==> src/verilog/cfg_bank_pkg.sv <==
package cfg_bank_pkg;
   // ********************************************************
   // register offsets
   // ********************************************************
   localparam logic [7:0] OFS_WATCHDOG_DISABLE   = 8'h1C;
   localparam logic [7:0] OFS_DSP_START_PIN      = 8'h1D;
   localparam logic [7:0] OFS_IRQ_ROUTE_TRIGGER  = 8'h1E;
   localparam logic [7:0] OFS_PULSE_OUT0_CONFIG  = 8'h1F;
   localparam logic [7:0] OFS_PULSE_OUT1_CONFIG  = 8'h20;
   localparam logic [7:0] OFS_PORT_DIR_PULLUP    = 8'h21;
   localparam logic [7:0] OFS_BANDGAP_POWER_ON_CONVERT  = 8'h22;
   localparam logic [7:0] OFS_GAIN_CORRECTION    = 8'h23;
   localparam logic [7:0] OFS_UNUSED_SLOT        = 8'h24;

   // ********************************************************
   // reset values and key codes
   // ********************************************************
   localparam logic [7:0] RST_ZERO               = 8'h00;
   localparam logic [7:0] RST_BANDGAP_POWER_ON_CONVERT  = 8'h07;
   localparam logic [7:0] RST_GAIN_CORRECTION    = 8'h40;
   localparam logic [7:0] WATCHDOG_OFF_KEY       = 8'h5A;

   // ********************************************************
   // field positions
   // ********************************************************
   localparam int         F_HI_NIB_LSB           = 4;
   localparam int         F_IRQ_TO_PIN5          = 7;
   localparam int         F_IRQ_TO_PIN4          = 6;
   localparam int         F_TRIG_CAP             = 0;
   localparam int         F_TRIG_RES             = 1;
   localparam int         F_TRIG_TIMER           = 2;
   localparam int         F_PULSE1_TOGGLE        = 7;
   localparam int         F_PULSE0_TOGGLE        = 6;
   localparam int         F_PULSE0_RES_LSB       = 4;
   localparam int         F_PULSE0_DENSITY       = 3;
   localparam int         F_PULSE0_CLK_LSB       = 0;
   localparam int         F_READ_END_REFRESH     = 7;
   localparam int         F_PROC_REFRESH         = 6;
   localparam int         F_REF_ALWAYS_ON        = 5;
   localparam int         F_POWER_ON_CONVERT     = 4;

   // ********************************************************
   // pulse interface encodings
   // ********************************************************
   localparam int         RES_BASE_BITS          = 10;
   localparam int         RES_STEP_BITS          = 2;
   localparam logic [2:0] CLK_OFF                = 3'h0;
   localparam logic [2:0] CLK_OLF_1              = 3'h1;
   localparam logic [2:0] CLK_OLF_2              = 3'h2;
   localparam logic [2:0] CLK_OLF_4              = 3'h3;
   localparam logic [2:0] CLK_OX_1               = 3'h4;
   localparam logic [2:0] CLK_OX_2               = 3'h5;
   localparam logic [2:0] CLK_OX_4               = 3'h6;

   // ********************************************************
   // timing
   // ********************************************************
   localparam int         CLK_HZ                 = 40_000_000;
   localparam int         WD_PERIOD_S            = 12;
   localparam int         WD_CYCLES              = CLK_HZ * WD_PERIOD_S;
   localparam int         WD_CNT_W               = 29;
endpackage

==> src/verilog/pulse_if.sv <==
`timescale 1ns/10ps
interface pulse_if;
   logic        olf_tick;
   logic        ox_tick;
   logic [2:0]  clk_sel;
   logic [1:0]  res;
   logic        density;
   logic        toggle;
   logic [15:0] value;
   logic        out;
   modport ctrl (output olf_tick, ox_tick, clk_sel, res, density, toggle, value, input out);
   modport gen  (input olf_tick, ox_tick, clk_sel, res, density, toggle, value, output out);
endinterface

==> src/verilog/pulse_gen.sv <==
`timescale 1ns/10ps
module pulse_gen
   import cfg_bank_pkg::*;
(
   input  wire logic core_clk_i,
   input  wire logic rst_n_i,
   pulse_if.gen      p
);
   logic [1:0]  div_cnt;
   logic        tick;
   logic [15:0] mask;
   logic [15:0] cnt;
   logic [15:0] acc;
   logic [16:0] sum;
   logic        raw;
   logic [4:0]  bits;

   // ********************************************************
   // clock select and prescale
   // ********************************************************
   logic src_tick;
   logic [1:0] div_mask;
   assign src_tick = (p.clk_sel inside {CLK_OLF_1, CLK_OLF_2, CLK_OLF_4}) ? p.olf_tick
                   : (p.clk_sel inside {CLK_OX_1, CLK_OX_2, CLK_OX_4}) ? p.ox_tick : 1'b0;
   assign div_mask = (p.clk_sel inside {CLK_OLF_2, CLK_OX_2}) ? 2'h1
                   : (p.clk_sel inside {CLK_OLF_4, CLK_OX_4}) ? 2'h3 : 2'h0;

   always_ff @(posedge core_clk_i) begin
      if (!rst_n_i) begin
         div_cnt <= 2'h0;
      end else if (src_tick) begin
         div_cnt <= div_cnt + 2'h1;
      end
   end
   assign tick = src_tick && ((div_cnt & div_mask) == 2'h0);

   // ********************************************************
   // resolution mask: 10, 12, 14 or 16 bits
   // ********************************************************
   assign bits = 5'(RES_BASE_BITS) + 5'(RES_STEP_BITS) * {3'h0, p.res};
   assign mask = 16'((17'h1 << bits) - 17'h1);

   // ********************************************************
   // pwm counter and pdm accumulator
   // ********************************************************
   assign sum = {1'b0, acc & mask} + {1'b0, p.value & mask};
   always_ff @(posedge core_clk_i) begin
      if (!rst_n_i) begin
         cnt <= 16'h0000;
         acc <= 16'h0000;
      end else if (tick) begin
         cnt <= (cnt + 16'h0001) & mask;
         acc <= sum[15:0] & mask;
      end
   end

   // density select: 0 pwm, 1 pdm
   assign raw = p.density ? sum[bits] : ((cnt & mask) < (p.value & mask));

   // ********************************************************
   // output stage with optional toggle flip-flop
   // ********************************************************
   always_ff @(posedge core_clk_i) begin
      if (!rst_n_i) begin
         p.out <= 1'b0;
      end else if (p.clk_sel == CLK_OFF) begin
         p.out <= 1'b0;
      end else if (tick) begin
         p.out <= p.toggle ? (p.out ^ raw) : raw;
      end
   end
endmodule

==> src/verilog/cfg_bank.sv <==
// Notes on behaviour
// - watchdog stops only while its disable register holds 0x5A; other values keep it running.
// - an enabled watchdog expires after a period between nine and fifteen seconds.
// - start-pin mask bits 7:4 let pins 0..3 start the processor, several at once.
// - bits 3:0 choose which of four processor inputs set their input latches.
// - bit 7 puts active-low irq on pin 5, bit 6 on pin 4; clear keeps normal.
// - trigger field starts processor on cap end, res end or timer, each enabled alone.
// - toggle enable bits pass pulse outputs 1 and 0 through a toggle flip-flop.
// - resolution code selects 10/12/14/16 bits; bit 3 picks pwm or pdm for output 0.
// - port bits 7:4 set pins 0..3 direction, 0 output and 1 input.
// - port bits 3:0 enable pull-ups on pins 0..3 when set.
// - bit 7 lets the end of a host read trigger a reference refresh.
// - bit 6 lets processor refresh requests through; clear ignores them.
// - bit 5 keeps the reference always on, else it runs pulsed.
// - power_on_convert bit issues one capacitance conversion trigger after power-on.
// - gain byte is a fraction for firmware, code n meaning 1 + n/256.
`timescale 1ns/10ps
module cfg_bank
   import cfg_bank_pkg::*;
#(
   parameter int WD_LIMIT = WD_CYCLES
)
(
   input  wire logic        core_clk_i,
   input  wire logic        rst_n_i,
   // register port
   input  wire logic        reg_wr_i,
   input  wire logic        reg_rd_i,
   input  wire logic [7:0]  reg_addr_i,
   input  wire logic [7:0]  reg_wdata_i,
   output logic      [7:0]  reg_rdata_o,
   // watchdog
   input  wire logic        wd_kick_i,
   output logic             wd_expire_o,
   // processor start sources
   input  wire logic [3:0]  port_pin_i,
   input  wire logic [3:0]  proc_in_i,
   input  wire logic [3:0]  proc_in_clr_i,
   input  wire logic        cap_done_i,
   input  wire logic        res_done_i,
   input  wire logic        timer_evt_i,
   output logic             proc_start_o,
   output logic      [3:0]  proc_in_latch_o,
   // general purpose pins
   input  wire logic [5:0]  port_dout_i,
   input  wire logic [1:0]  port45_drive_i,
   input  wire logic        irq_n_i,
   output logic      [5:0]  port_pin_o,
   output logic      [5:0]  port_pin_oe_n_o,
   output logic      [3:0]  port_pullup_o,
   // pulse outputs
   input  wire logic        olf_tick_i,
   input  wire logic        ox_tick_i,
   input  wire logic [15:0] pulse0_value_i,
   input  wire logic        pulse1_raw_i,
   output logic             pulse0_o,
   output logic             pulse1_o,
   // reference and power_on_convert
   input  wire logic        read_done_i,
   input  wire logic        proc_refresh_req_i,
   input  wire logic        cfg_loaded_i,
   output logic             ref_refresh_o,
   output logic             ref_always_on_o,
   output logic             cap_start_o,
   output logic      [7:0]  gain_factor_o
);
   // ********************************************************
   // register storage
   // ********************************************************
   logic [7:0] watchdog_disable;
   logic [7:0] dsp_start_pin_masks;
   logic [7:0] interrupt_route_dsp_trigger;
   logic [7:0] pulse_out0_config;
   logic [7:0] pulse_out1_config;
   logic [7:0] port_direction_pullup;
   logic [7:0] bandgap_power_on_convert_control;
   logic [7:0] gain_correction;

   // register writes, one slot per offset
   always_ff @(posedge core_clk_i) begin
      if (!rst_n_i) begin
         watchdog_disable            <= RST_ZERO;
         dsp_start_pin_masks         <= RST_ZERO;
         interrupt_route_dsp_trigger <= RST_ZERO;
         pulse_out0_config           <= RST_ZERO;
         pulse_out1_config           <= RST_ZERO;
         port_direction_pullup       <= RST_ZERO;
         bandgap_power_on_convert_control   <= RST_BANDGAP_POWER_ON_CONVERT;
         gain_correction             <= RST_GAIN_CORRECTION;
      end else if (reg_wr_i) begin
         unique case (reg_addr_i)
            OFS_WATCHDOG_DISABLE:  watchdog_disable            <= reg_wdata_i;
            OFS_DSP_START_PIN:     dsp_start_pin_masks         <= reg_wdata_i;
            OFS_IRQ_ROUTE_TRIGGER: interrupt_route_dsp_trigger <= reg_wdata_i;
            OFS_PULSE_OUT0_CONFIG: pulse_out0_config           <= reg_wdata_i;
            OFS_PULSE_OUT1_CONFIG: pulse_out1_config           <= reg_wdata_i;
            OFS_PORT_DIR_PULLUP:   port_direction_pullup       <= reg_wdata_i;
            OFS_BANDGAP_POWER_ON_CONVERT: bandgap_power_on_convert_control   <= reg_wdata_i;
            OFS_GAIN_CORRECTION:   gain_correction             <= reg_wdata_i;
            default: ;
         endcase
      end
   end

   // register read mux, registered
   always_ff @(posedge core_clk_i) begin
      if (!rst_n_i) begin
         reg_rdata_o <= RST_ZERO;
      end else if (reg_rd_i) begin
         unique case (reg_addr_i)
            OFS_WATCHDOG_DISABLE:  reg_rdata_o <= watchdog_disable;
            OFS_DSP_START_PIN:     reg_rdata_o <= dsp_start_pin_masks;
            OFS_IRQ_ROUTE_TRIGGER: reg_rdata_o <= interrupt_route_dsp_trigger;
            OFS_PULSE_OUT0_CONFIG: reg_rdata_o <= pulse_out0_config;
            OFS_PULSE_OUT1_CONFIG: reg_rdata_o <= pulse_out1_config;
            OFS_PORT_DIR_PULLUP:   reg_rdata_o <= port_direction_pullup;
            OFS_BANDGAP_POWER_ON_CONVERT: reg_rdata_o <= bandgap_power_on_convert_control;
            OFS_GAIN_CORRECTION:   reg_rdata_o <= gain_correction;
            OFS_UNUSED_SLOT:       reg_rdata_o <= RST_ZERO;
            default:               reg_rdata_o <= RST_ZERO;
         endcase
      end
   end

   // ********************************************************
   // field decode
   // ********************************************************
   logic [3:0] proc_start_pin_mask;
   logic [3:0] proc_input_latch_mask;
   logic       irq_to_pin5;
   logic       irq_to_pin4;
   logic [3:0] port_direction;
   logic [3:0] port_pullup;

   assign proc_start_pin_mask   = dsp_start_pin_masks[F_HI_NIB_LSB +: 4];
   assign proc_input_latch_mask = dsp_start_pin_masks[3:0];
   assign irq_to_pin5           = interrupt_route_dsp_trigger[F_IRQ_TO_PIN5];
   assign irq_to_pin4           = interrupt_route_dsp_trigger[F_IRQ_TO_PIN4];
   assign port_direction        = port_direction_pullup[F_HI_NIB_LSB +: 4];
   assign port_pullup           = port_direction_pullup[3:0];

   // ********************************************************
   // watchdog
   // ********************************************************
   logic                wd_enabled;
   logic [WD_CNT_W-1:0] wd_cnt;
   localparam logic [WD_CNT_W-1:0] WD_LAST = WD_CNT_W'(WD_LIMIT - 1);

   assign wd_enabled = (watchdog_disable != WATCHDOG_OFF_KEY);

   // counts while enabled; kick or disable restarts it
   always_ff @(posedge core_clk_i) begin
      if (!rst_n_i) begin
         wd_cnt      <= '0;
         wd_expire_o <= 1'b0;
      end else if (!wd_enabled || wd_kick_i) begin
         wd_cnt      <= '0;
         wd_expire_o <= 1'b0;
      end else if (wd_cnt == WD_LAST) begin
         wd_cnt      <= '0;
         wd_expire_o <= 1'b1;
      end else begin
         wd_cnt      <= wd_cnt + WD_CNT_W'(1);
         wd_expire_o <= 1'b0;
      end
   end

   // ********************************************************
   // pin synchronisers
   // ********************************************************
   logic [3:0] pin_meta;
   logic [3:0] pin_sync;
   logic [3:0] pin_prev;
   logic [3:0] in_meta;
   logic [3:0] in_sync;
   logic [3:0] in_prev;

   always_ff @(posedge core_clk_i) begin
      if (!rst_n_i) begin
         pin_meta <= 4'h0;
         pin_sync <= 4'h0;
         pin_prev <= 4'h0;
         in_meta  <= 4'h0;
         in_sync  <= 4'h0;
         in_prev  <= 4'h0;
      end else begin
         pin_meta <= port_pin_i;
         pin_sync <= pin_meta;
         pin_prev <= pin_sync;
         in_meta  <= proc_in_i;
         in_sync  <= in_meta;
         in_prev  <= in_sync;
      end
   end

   // ********************************************************
   // processor start and input latches
   // ********************************************************
   logic [3:0] pin_rise;
   logic [3:0] in_rise;
   logic       pin_start;
   logic       evt_start;

   assign pin_rise  = pin_sync & ~pin_prev;
   assign in_rise   = in_sync & ~in_prev;
   assign pin_start = |(pin_rise & proc_start_pin_mask);
   assign evt_start = (cap_done_i  && interrupt_route_dsp_trigger[F_TRIG_CAP])
                   || (res_done_i  && interrupt_route_dsp_trigger[F_TRIG_RES])
                   || (timer_evt_i && interrupt_route_dsp_trigger[F_TRIG_TIMER]);

   // registered OR of all start requests; requests in the same cycle give one pulse
   always_ff @(posedge core_clk_i) begin
      if (!rst_n_i) begin
         proc_start_o <= 1'b0;
      end else begin
         proc_start_o <= pin_start || evt_start;
      end
   end

   // input latches, set wins over clear
   genvar gi;
   generate
      for (gi = 0; gi < 4; gi++) begin : g_latch
         always_ff @(posedge core_clk_i) begin
            if (!rst_n_i) begin
               proc_in_latch_o[gi] <= 1'b0;
            end else if (in_rise[gi] && proc_input_latch_mask[gi]) begin
               proc_in_latch_o[gi] <= 1'b1;
            end else if (proc_in_clr_i[gi]) begin
               proc_in_latch_o[gi] <= 1'b0;
            end
         end
      end
   endgenerate

   // ********************************************************
   // general purpose pin drive
   // ********************************************************
   always_ff @(posedge core_clk_i) begin
      if (!rst_n_i) begin
         port_pin_o      <= 6'h3F;
         port_pin_oe_n_o <= 6'h3F;
         port_pullup_o   <= 4'h0;
      end else begin
         port_pin_o[3:0]      <= port_dout_i[3:0];
         port_pin_oe_n_o[3:0] <= port_direction;
         port_pullup_o        <= port_pullup;
         // irq routing overrides normal use of pins 4 and 5
         port_pin_o[4]      <= irq_to_pin4 ? irq_n_i : port_dout_i[4];
         port_pin_oe_n_o[4] <= irq_to_pin4 ? 1'b0 : ~port45_drive_i[0];
         port_pin_o[5]      <= irq_to_pin5 ? irq_n_i : port_dout_i[5];
         port_pin_oe_n_o[5] <= irq_to_pin5 ? 1'b0 : ~port45_drive_i[1];
      end
   end

   // ********************************************************
   // pulse interfaces
   // ********************************************************
   pulse_if pulse0_bus ();

   assign pulse0_bus.olf_tick = olf_tick_i;
   assign pulse0_bus.ox_tick  = ox_tick_i;
   assign pulse0_bus.clk_sel  = pulse_out0_config[F_PULSE0_CLK_LSB +: 3];
   assign pulse0_bus.res      = pulse_out0_config[F_PULSE0_RES_LSB +: 2];
   assign pulse0_bus.density  = pulse_out0_config[F_PULSE0_DENSITY];
   assign pulse0_bus.toggle   = pulse_out0_config[F_PULSE0_TOGGLE];
   assign pulse0_bus.value    = pulse0_value_i;

   pulse_gen u_pulse0 (
      .core_clk_i (core_clk_i),
      .rst_n_i    (rst_n_i),
      .p          (pulse0_bus)
   );

   // output 1: toggle flip-flop on rising edges of its raw stream
   logic pulse1_prev;
   logic pulse1_tff;
   always_ff @(posedge core_clk_i) begin
      if (!rst_n_i) begin
         pulse1_prev <= 1'b0;
         pulse1_tff  <= 1'b0;
         pulse1_o    <= 1'b0;
         pulse0_o    <= 1'b0;
      end else begin
         pulse1_prev <= pulse1_raw_i;
         if (pulse1_raw_i && !pulse1_prev) begin
            pulse1_tff <= ~pulse1_tff;
         end
         pulse1_o <= pulse_out0_config[F_PULSE1_TOGGLE] ? pulse1_tff : pulse1_raw_i;
         pulse0_o <= pulse0_bus.out;
      end
   end

   // ********************************************************
   // reference refresh, power_on_convert, gain
   // ********************************************************
   logic power_on_convert_done;

   always_ff @(posedge core_clk_i) begin
      if (!rst_n_i) begin
         ref_refresh_o   <= 1'b0;
         ref_always_on_o <= 1'b0;
         gain_factor_o   <= RST_GAIN_CORRECTION;
      end else begin
         ref_refresh_o <= (read_done_i && bandgap_power_on_convert_control[F_READ_END_REFRESH])
                       || (proc_refresh_req_i && bandgap_power_on_convert_control[F_PROC_REFRESH]);
         ref_always_on_o <= bandgap_power_on_convert_control[F_REF_ALWAYS_ON];
         gain_factor_o   <= gain_correction;
      end
   end

   // single conversion trigger once configuration is loaded after power-on
   always_ff @(posedge core_clk_i) begin
      if (!rst_n_i) begin
         power_on_convert_done <= 1'b0;
         cap_start_o    <= 1'b0;
      end else if (cfg_loaded_i && !power_on_convert_done) begin
         power_on_convert_done <= 1'b1;
         cap_start_o    <= bandgap_power_on_convert_control[F_POWER_ON_CONVERT];
      end else begin
         cap_start_o    <= 1'b0;
      end
   end
endmodule

==> config.mk <==
export PLATFORM = sky130hd
export DESIGN_NAME = cfg_bank
export DESIGN_NICKNAME = d
export VERILOG_FILES = /design/src/verilog/cfg_bank_pkg.sv /design/src/verilog/pulse_if.sv /design/src/verilog/pulse_gen.sv /design/src/verilog/cfg_bank.sv
export SDC_FILE = /design/constraint.sdc
export NUM_CORES = 1
export LEC_CHECK = 0
export BUFFER_PORTS_ARGS = -buffer_cell sky130_fd_sc_hd__buf_2
export CAP_MARGIN = 20
export CORE_MARGIN = 10
export CORE_UTILIZATION = 24
export DETAILED_ROUTE_END_ITERATION = 8
export GPL_ROUTABILITY_DRIVEN = 1
export SETUP_SLACK_MARGIN = 0.3
export SYNTH_ARGS = -nofsm -noshare
export SYNTH_HDL_FRONTEND = slang
export SYNTH_SLANG_ARGS = --single-unit
==> constraint.sdc <==
create_clock -name core_clk_i -period 4.85 [get_ports core_clk_i]
set_clock_uncertainty 0.2 [all_clocks]
set_input_delay 0.97 -clock core_clk_i [delete_from_list [all_inputs] [get_ports core_clk_i]]
set_output_delay 0.97 -clock core_clk_i [all_outputs]
set_load 0.05 [all_outputs]
Yosys cells after proc, flatten, opt, wreduce, memory -nomap -nowiden
Index checks and enable logic that the tools add are counted.
{"block": "word_totals", "wordCells": 145, "register_bits": 198, "out_inout_bits": 43, "input_bits": 67}
{"block": "classes", "shifts": 1, "bitwise": 16, "magnitude_cmp": 2, "addsub": 6, "eq_ne": 16, "n_reduce_logical": 43, "n_mux": 23}
{"cell": "$and A16 B16 Y16", "n": 5}
{"cell": "$pmux W8 S8", "n": 1}
{"cell": "$eq A8 B5 Y1 const B", "n": 4}
{"cell": "$eq A8 B6 Y1 const B", "n": 4}
{"cell": "$add A29 B1 Y29 const B", "n": 1}
{"cell": "$eq A29 B29 Y1 const B", "n": 1}
{"cell": "$mux W1", "n": 19}
{"cell": "$reduce_and A2 Y1", "n": 9}
{"cell": "$add A16 B16 Y17", "n": 1}
{"cell": "$add A16 B1 Y16 const B", "n": 1}
{"cell": "$lt A16 B16 Y1", "n": 1}
{"cell": "$shl A1 B5 Y16 const A", "n": 1}
{"cell": "$sub A16 B1 Y16 const B", "n": 1}
{"cell": "$and A4 B4 Y4", "n": 3}
{"cell": "$logic_and A1 B1 Y1", "n": 12}
{"cell": "$reduce_bool A2 Y1", "n": 6}
{"cell": "$eq A3 B3 Y1 const B", "n": 3}
{"cell": "$ne A8 B7 Y1 const B", "n": 1}
{"cell": "$not A4 Y4", "n": 2}
{"cell": "$eq A3 B2 Y1 const B", "n": 2}
{"cell": "$lt A5 B6 Y1 const B", "n": 1}
{"cell": "$reduce_bool A3 Y1", "n": 2}
{"cell": "$add A4 B3 Y5 const A", "n": 1}
{"cell": "$bmux W1 S5", "n": 1}
{"cell": "13 further kinds", "n": 24}

Depth between registers and ports, before layout
{"block": "logic_depth", "word_depth": 10, "ltp_mapped": 18, "ltp_nobuf": 16}

By module
Synthesis repeated with hierarchy kept, for this count alone.
{"block": "unflattened", "hier_cells": 1017, "hier_area_um2": 9605.5}
{"mod": "cfg_bank", "cells_each": 623, "instances": 1, "area_each_um2": 6493.7, "seq_area_each_um2": 3263.1}
{"mod": "pulse_gen", "cells_each": 394, "instances": 1, "area_each_um2": 3111.7, "seq_area_each_um2": 700.7}

Least setup slack after synthesis
No wires, ideal clock.
{"block": "synth_timing", "path_type": "register to register", "startpoint": "register pulse_out0_config[4]", "endpoint": "register u_pulse0.p.out", "required_time_ns": 4.527, "slack_ns": 0.873, "n_path_buf": 2, "setup_ns": 0.123, "synth_period_minus_slack_ns": 3.977, "stages_incl_launch_ff": 19, "t_arrival_ns": 3.654, "path_cell_list": "dfxtp_1 ha_1 buf_6 and2b_4 inv_4 clkbuf_1 ha_1 inv_1 xnor2_1 nor2b_1 ha_1 o21ai_1 o21ai_1 a31oi_4 xor2_1 and3_1 nor4b_1 and3_1 nor3_2"}
{"block": "synth_between", "elab_chain_cells": 10, "elab_cells_between_ends": 13, "classes_between": "add/sub: 3; order compare: 1; shift: 1; mux: 4; bitwise: 4"}
{"item": "start: declaration", "line_no": "cfg_bank.sv:73", "text": "logic [7:0] pulse_out0_config;"}
{"item": "start signal: assignment", "line_no": "cfg_bank.sv:95", "text": "OFS_PULSE_OUT0_CONFIG: pulse_out0_config <= reg_wdata_i;"}
{"item": "$add A4 B3 Y5 *", "line_no": "pulse_gen.sv:40", "text": "assign bits = 5'(RES_BASE_BITS) + 5'(RES_STEP_BITS) * {3'h0, p.res};"}
{"item": "$shl A1 B5 Y16", "line_no": "pulse_gen.sv:41", "text": "assign mask = 16'((17'h1 << bits) - 17'h1);"}
{"item": "$sub A16 B1 Y16", "line_no": "pulse_gen.sv:41"}
{"item": "$and A16 B16 Y16, on equally long branches", "line_no": "pulse_gen.sv:46, pulse_gen.sv:58"}
{"item": "$add A16 B16 Y17", "line_no": "pulse_gen.sv:46", "text": "assign sum = {1'b0, acc & mask} + {1'b0, p.value & mask};"}
{"item": "$bmux W1 S5", "line_no": "pulse_gen.sv:58", "text": "assign raw = p.density ? sum[bits] : ((cnt & mask) < (p.value & mask));"}
{"item": "$mux W1 (implied by the code)", "line_no": "pulse_gen.sv:58"}
{"item": "$mux W1 *", "line_no": "pulse_gen.sv:58"}
{"item": "$xor A1 B1 Y1", "line_no": "pulse_gen.sv:69", "text": "p.out <= p.toggle ? (p.out ^ raw) : raw;"}
{"item": "$mux W1 *", "line_no": "pulse_gen.sv:69"}
{"item": "end signal: assignment", "line_no": "pulse_gen.sv:69"}
{"item": "end: declaration", "line_no": "pulse_if.sv:12", "text": "modport gen (input olf_tick, ox_tick, clk_sel, res, density, toggle, value, output out);"}
Mark *: on every way between the ends. The rest lies on a longest branch, timed or not. The select of a mux whose other input is x is not followed.
A chain may end at the register's enable or synchronous reset.

Worst setup path in the final report
Same ends and word-level chain as after synthesis.

==> impl_metrics.tcl <==
set metrics [dict create \
    synth-main-ff-cell "dfxtp_1" \
    grt_pass1_wl_um 42000 \
    seq_area_frac_synth 0.436 \
    cts_setup_buffers 0 \
    setup_tns_ns 0 \
    die_h_um 215 \
    num-fill-cells 4038 \
    reg_top3 "wd_cnt: 29 flops, u_pulse0.acc: 16 flops, u_pulse0.cnt: 16 flops" \
    gp_congestion 0.890 \
    synth.ff_latch_count 198 \
    slew_violations 0 \
    fp.coreArea_mm2 0.0376 \
    status "completed" \
    cts_resized 0 \
    nNetsFinal 1259 \
    end_kind "flop" \
    max_flop_register "wd_cnt" \
    clkTransAtPathRegs_ns 0.07 \
    drt_first_pass_iters 5 \
    hold_viol 0 \
    holdWs_ns 0.235 \
    post-place-ws_ns 0.659 \
    antenna_found_initial 3 \
    p_leak_nw 4.11 \
    drive_above_1_share 0.148 \
    track_usage 0.114 \
    postSynthAreaPerCell_um2 8.54 \
    grt_max_degree 86 \
    critical_path_class "flop to flop" \
    relSlewSlack 0.345 \
    async_flop_share 0 \
    critPathRequiredTime_ns 4.98 \
    avgRoutedWirePerCell_um 15.9 \
    vias_per_cell 4.69 \
    worst_pin_slew_ns 0.982 \
    postSynthCellCount 1066 \
    cts_sinks 198 \
    maxCapViolations 0 \
    place_hpwl_um 19200 \
    grt_pass1_vias 7542 \
    final_area_mm2 0.0107 \
    routed-via-count 7860 \
    cp_max_fo 15 \
    peakVddDrop_v 0.000237 \
    area_growth_pct 18.1 \
    utilization 0.286 \
    syn_nets 1173 \
    setup_violations 0 \
    fmax_mhz 237 \
    min_path_type "flop to flop" \
    row_count 71 \
    grt_overflow 0 \
    start_kind "flop" \
    finalWirelength_um 26600 \
    cts_tree "yes" \
    floorplan.initialDensity 0.242 \
    clk_latency_ns 0.44 \
    yosys_warnings 0 \
    rsz0062_at_grt "no" \
    cts-buffers-inserted 17 \
    cts_buffer_depth 2 \
    period_share 0.871 \
    largest_reg_flops 29 \
    htree_levels 4 \
    cts_hold_buf 0 \
    die_w_um 215 \
    cp.arrival_ns 4.35 \
    antenna_left 0 \
    place_area_mm2 0.0102 \
    final.setup.worst_slack_ns 0.626 \
    num_io_pins 110 \
    antenna_cells 0 \
    most-common-layout-cells "dfxtp_1, nand2_1, buf_2" \
    min_period_ns 4.22 \
    synth_edf_count 0 \
    drt_iter0_drc 542 \
    io_buffer_count 109 \
    die-area_mm2 0.0461 \
    synth_cell_types 71 \
    post-route-drc-count 0 \
    p_per_area_mw_per_mm2 301 \
    syn-cell-area_mm2 0.00910 \
    clock-root-buffer "clkbuf_16" \
    final_common_cell "dfxtp_1" \
]
## critical path, stage by stage (launching register included)
cell	delay [ns]
dfxtp_1	0.51
ha_1	0.25
and2b_4	0.24
inv_4	0.14
ha_1	0.23
inv_1	0.11
nor2_1	0.38
and2_1	0.22
ha_1	0.25
and3_4	0.24
or3b_1	0.35
o21a_1	0.22
mux2i_1	0.13
nor4b_1	0.36
and3_1	0.24
nor3_2	0.05
## layer usage
layer  track usage  vias to the layer above  part of all wire
met1         0.143                     3730              0.45
met5             0                        -            0.0018
met2         0.184                      205              0.47
li1              -                     3883                 -
met3        0.0275                       36             0.053
met4        0.0440                        6             0.024
## cell families (layout without fill, tap and decap cells)
logic type               count (synthesis)  after routing  share of synthesized area
other                                    1              1                   0.000412
AO/OA/AOI/OAI                          213            213                      0.150
AND/OR/NAND/NOR                        473            473                      0.264
flip-flops                             198            198                      0.436
buffers and inverters                   82            181                     0.0359
multiplexers                             6              6                    0.00701
XOR/XNOR                                53             53                     0.0510
adder cells (fa/ha/maj)                 40             40                     0.0558
## Yosys cell counts, types with 2 or more instances
library cell / n / area share
nand4b_1: 2 / 0.0019
a22oi_1: 36 / 0.030
inv_1: 26 / 0.011
nor4bb_1: 2 / 0.0022
nor2_1: 86 / 0.035
nor3b_1: 2 / 0.0016
nand3b_1: 8 / 0.0066
nand3_1: 86 / 0.047
ha_1: 39 / 0.054
nor3_1: 15 / 0.0083
a21o_1: 7 / 0.0058
a41o_1: 2 / 0.0022
a21oi_1: 99 / 0.054
xnor2_1: 18 / 0.017
nor2b_1: 14 / 0.0096
o21ai_0: 21 / 0.012
o21a_1: 4 / 0.0033
clkbuf_1: 45 / 0.019
nand4_1: 12 / 0.0083
and4b_1: 2 / 0.0022
buf_1: 3 / 0.0012
buf_2: 4 / 0.0022
and4_1: 6 / 0.0058
dfxtp_1: 198 / 0.44
o21ai_1: 3 / 0.0016
nor4b_1: 4 / 0.0038
or3_1: 4 / 0.0027
nor3_2: 3 / 0.0033
mux2i_1: 5 / 0.0055
a41oi_1: 8 / 0.0077
a2111oi_0: 2 / 0.0019
nand2_1: 122 / 0.050
a31oi_1: 6 / 0.0041
a211o_1: 2 / 0.0019
a211oi_2: 2 / 0.0027
nand2b_1: 21 / 0.014
and2_1: 59 / 0.041
xor2_1: 35 / 0.034
a211oi_1: 4 / 0.0033
nor4_1: 2 / 0.0014
and3_1: 17 / 0.012
## path summary, 6_finish.rpt
check / startpoint / end / slack, ns / cells past startpoint
max: pulse_out0_config[4] / u_pulse0.p.out / 0.63 / 15
min reg2reg: in_meta[3] / in_sync[3] / 0.23 / 1
max reg2reg: pulse_out0_config[4] / u_pulse0.p.out / 0.63 / 15
min: in_meta[3] / in_sync[3] / 0.23 / 1
## power breakdown
part / internal [mW] / switching, mW
clock: 0.739 / 0.685
sequential: 1.64 / 0.00571
combinational: 0.0498 / 0.113
## area by class of cell
type	count	area [um2]	area share
multi-input cells	786	4820	0.449
flip-flops and latches	198	3960	0.369
well taps	511	639	0.0595
repair buffers	121	636	0.0592
clock buffers	18	439	0.0409
clock inverters	14	139	0.0129
inverters	28	108	0.0100
## metrics by stage
stage	power, mW	std cells
2_1_floorplan	1.78	1066
3_3_place_gp	1.85	1644
3_5_place_dp	1.85	1644
4_1_cts	3.28	1676
5_1_grt	3.36	1676
6_report	3.23	1676
(Power assumes the default switching activity.)
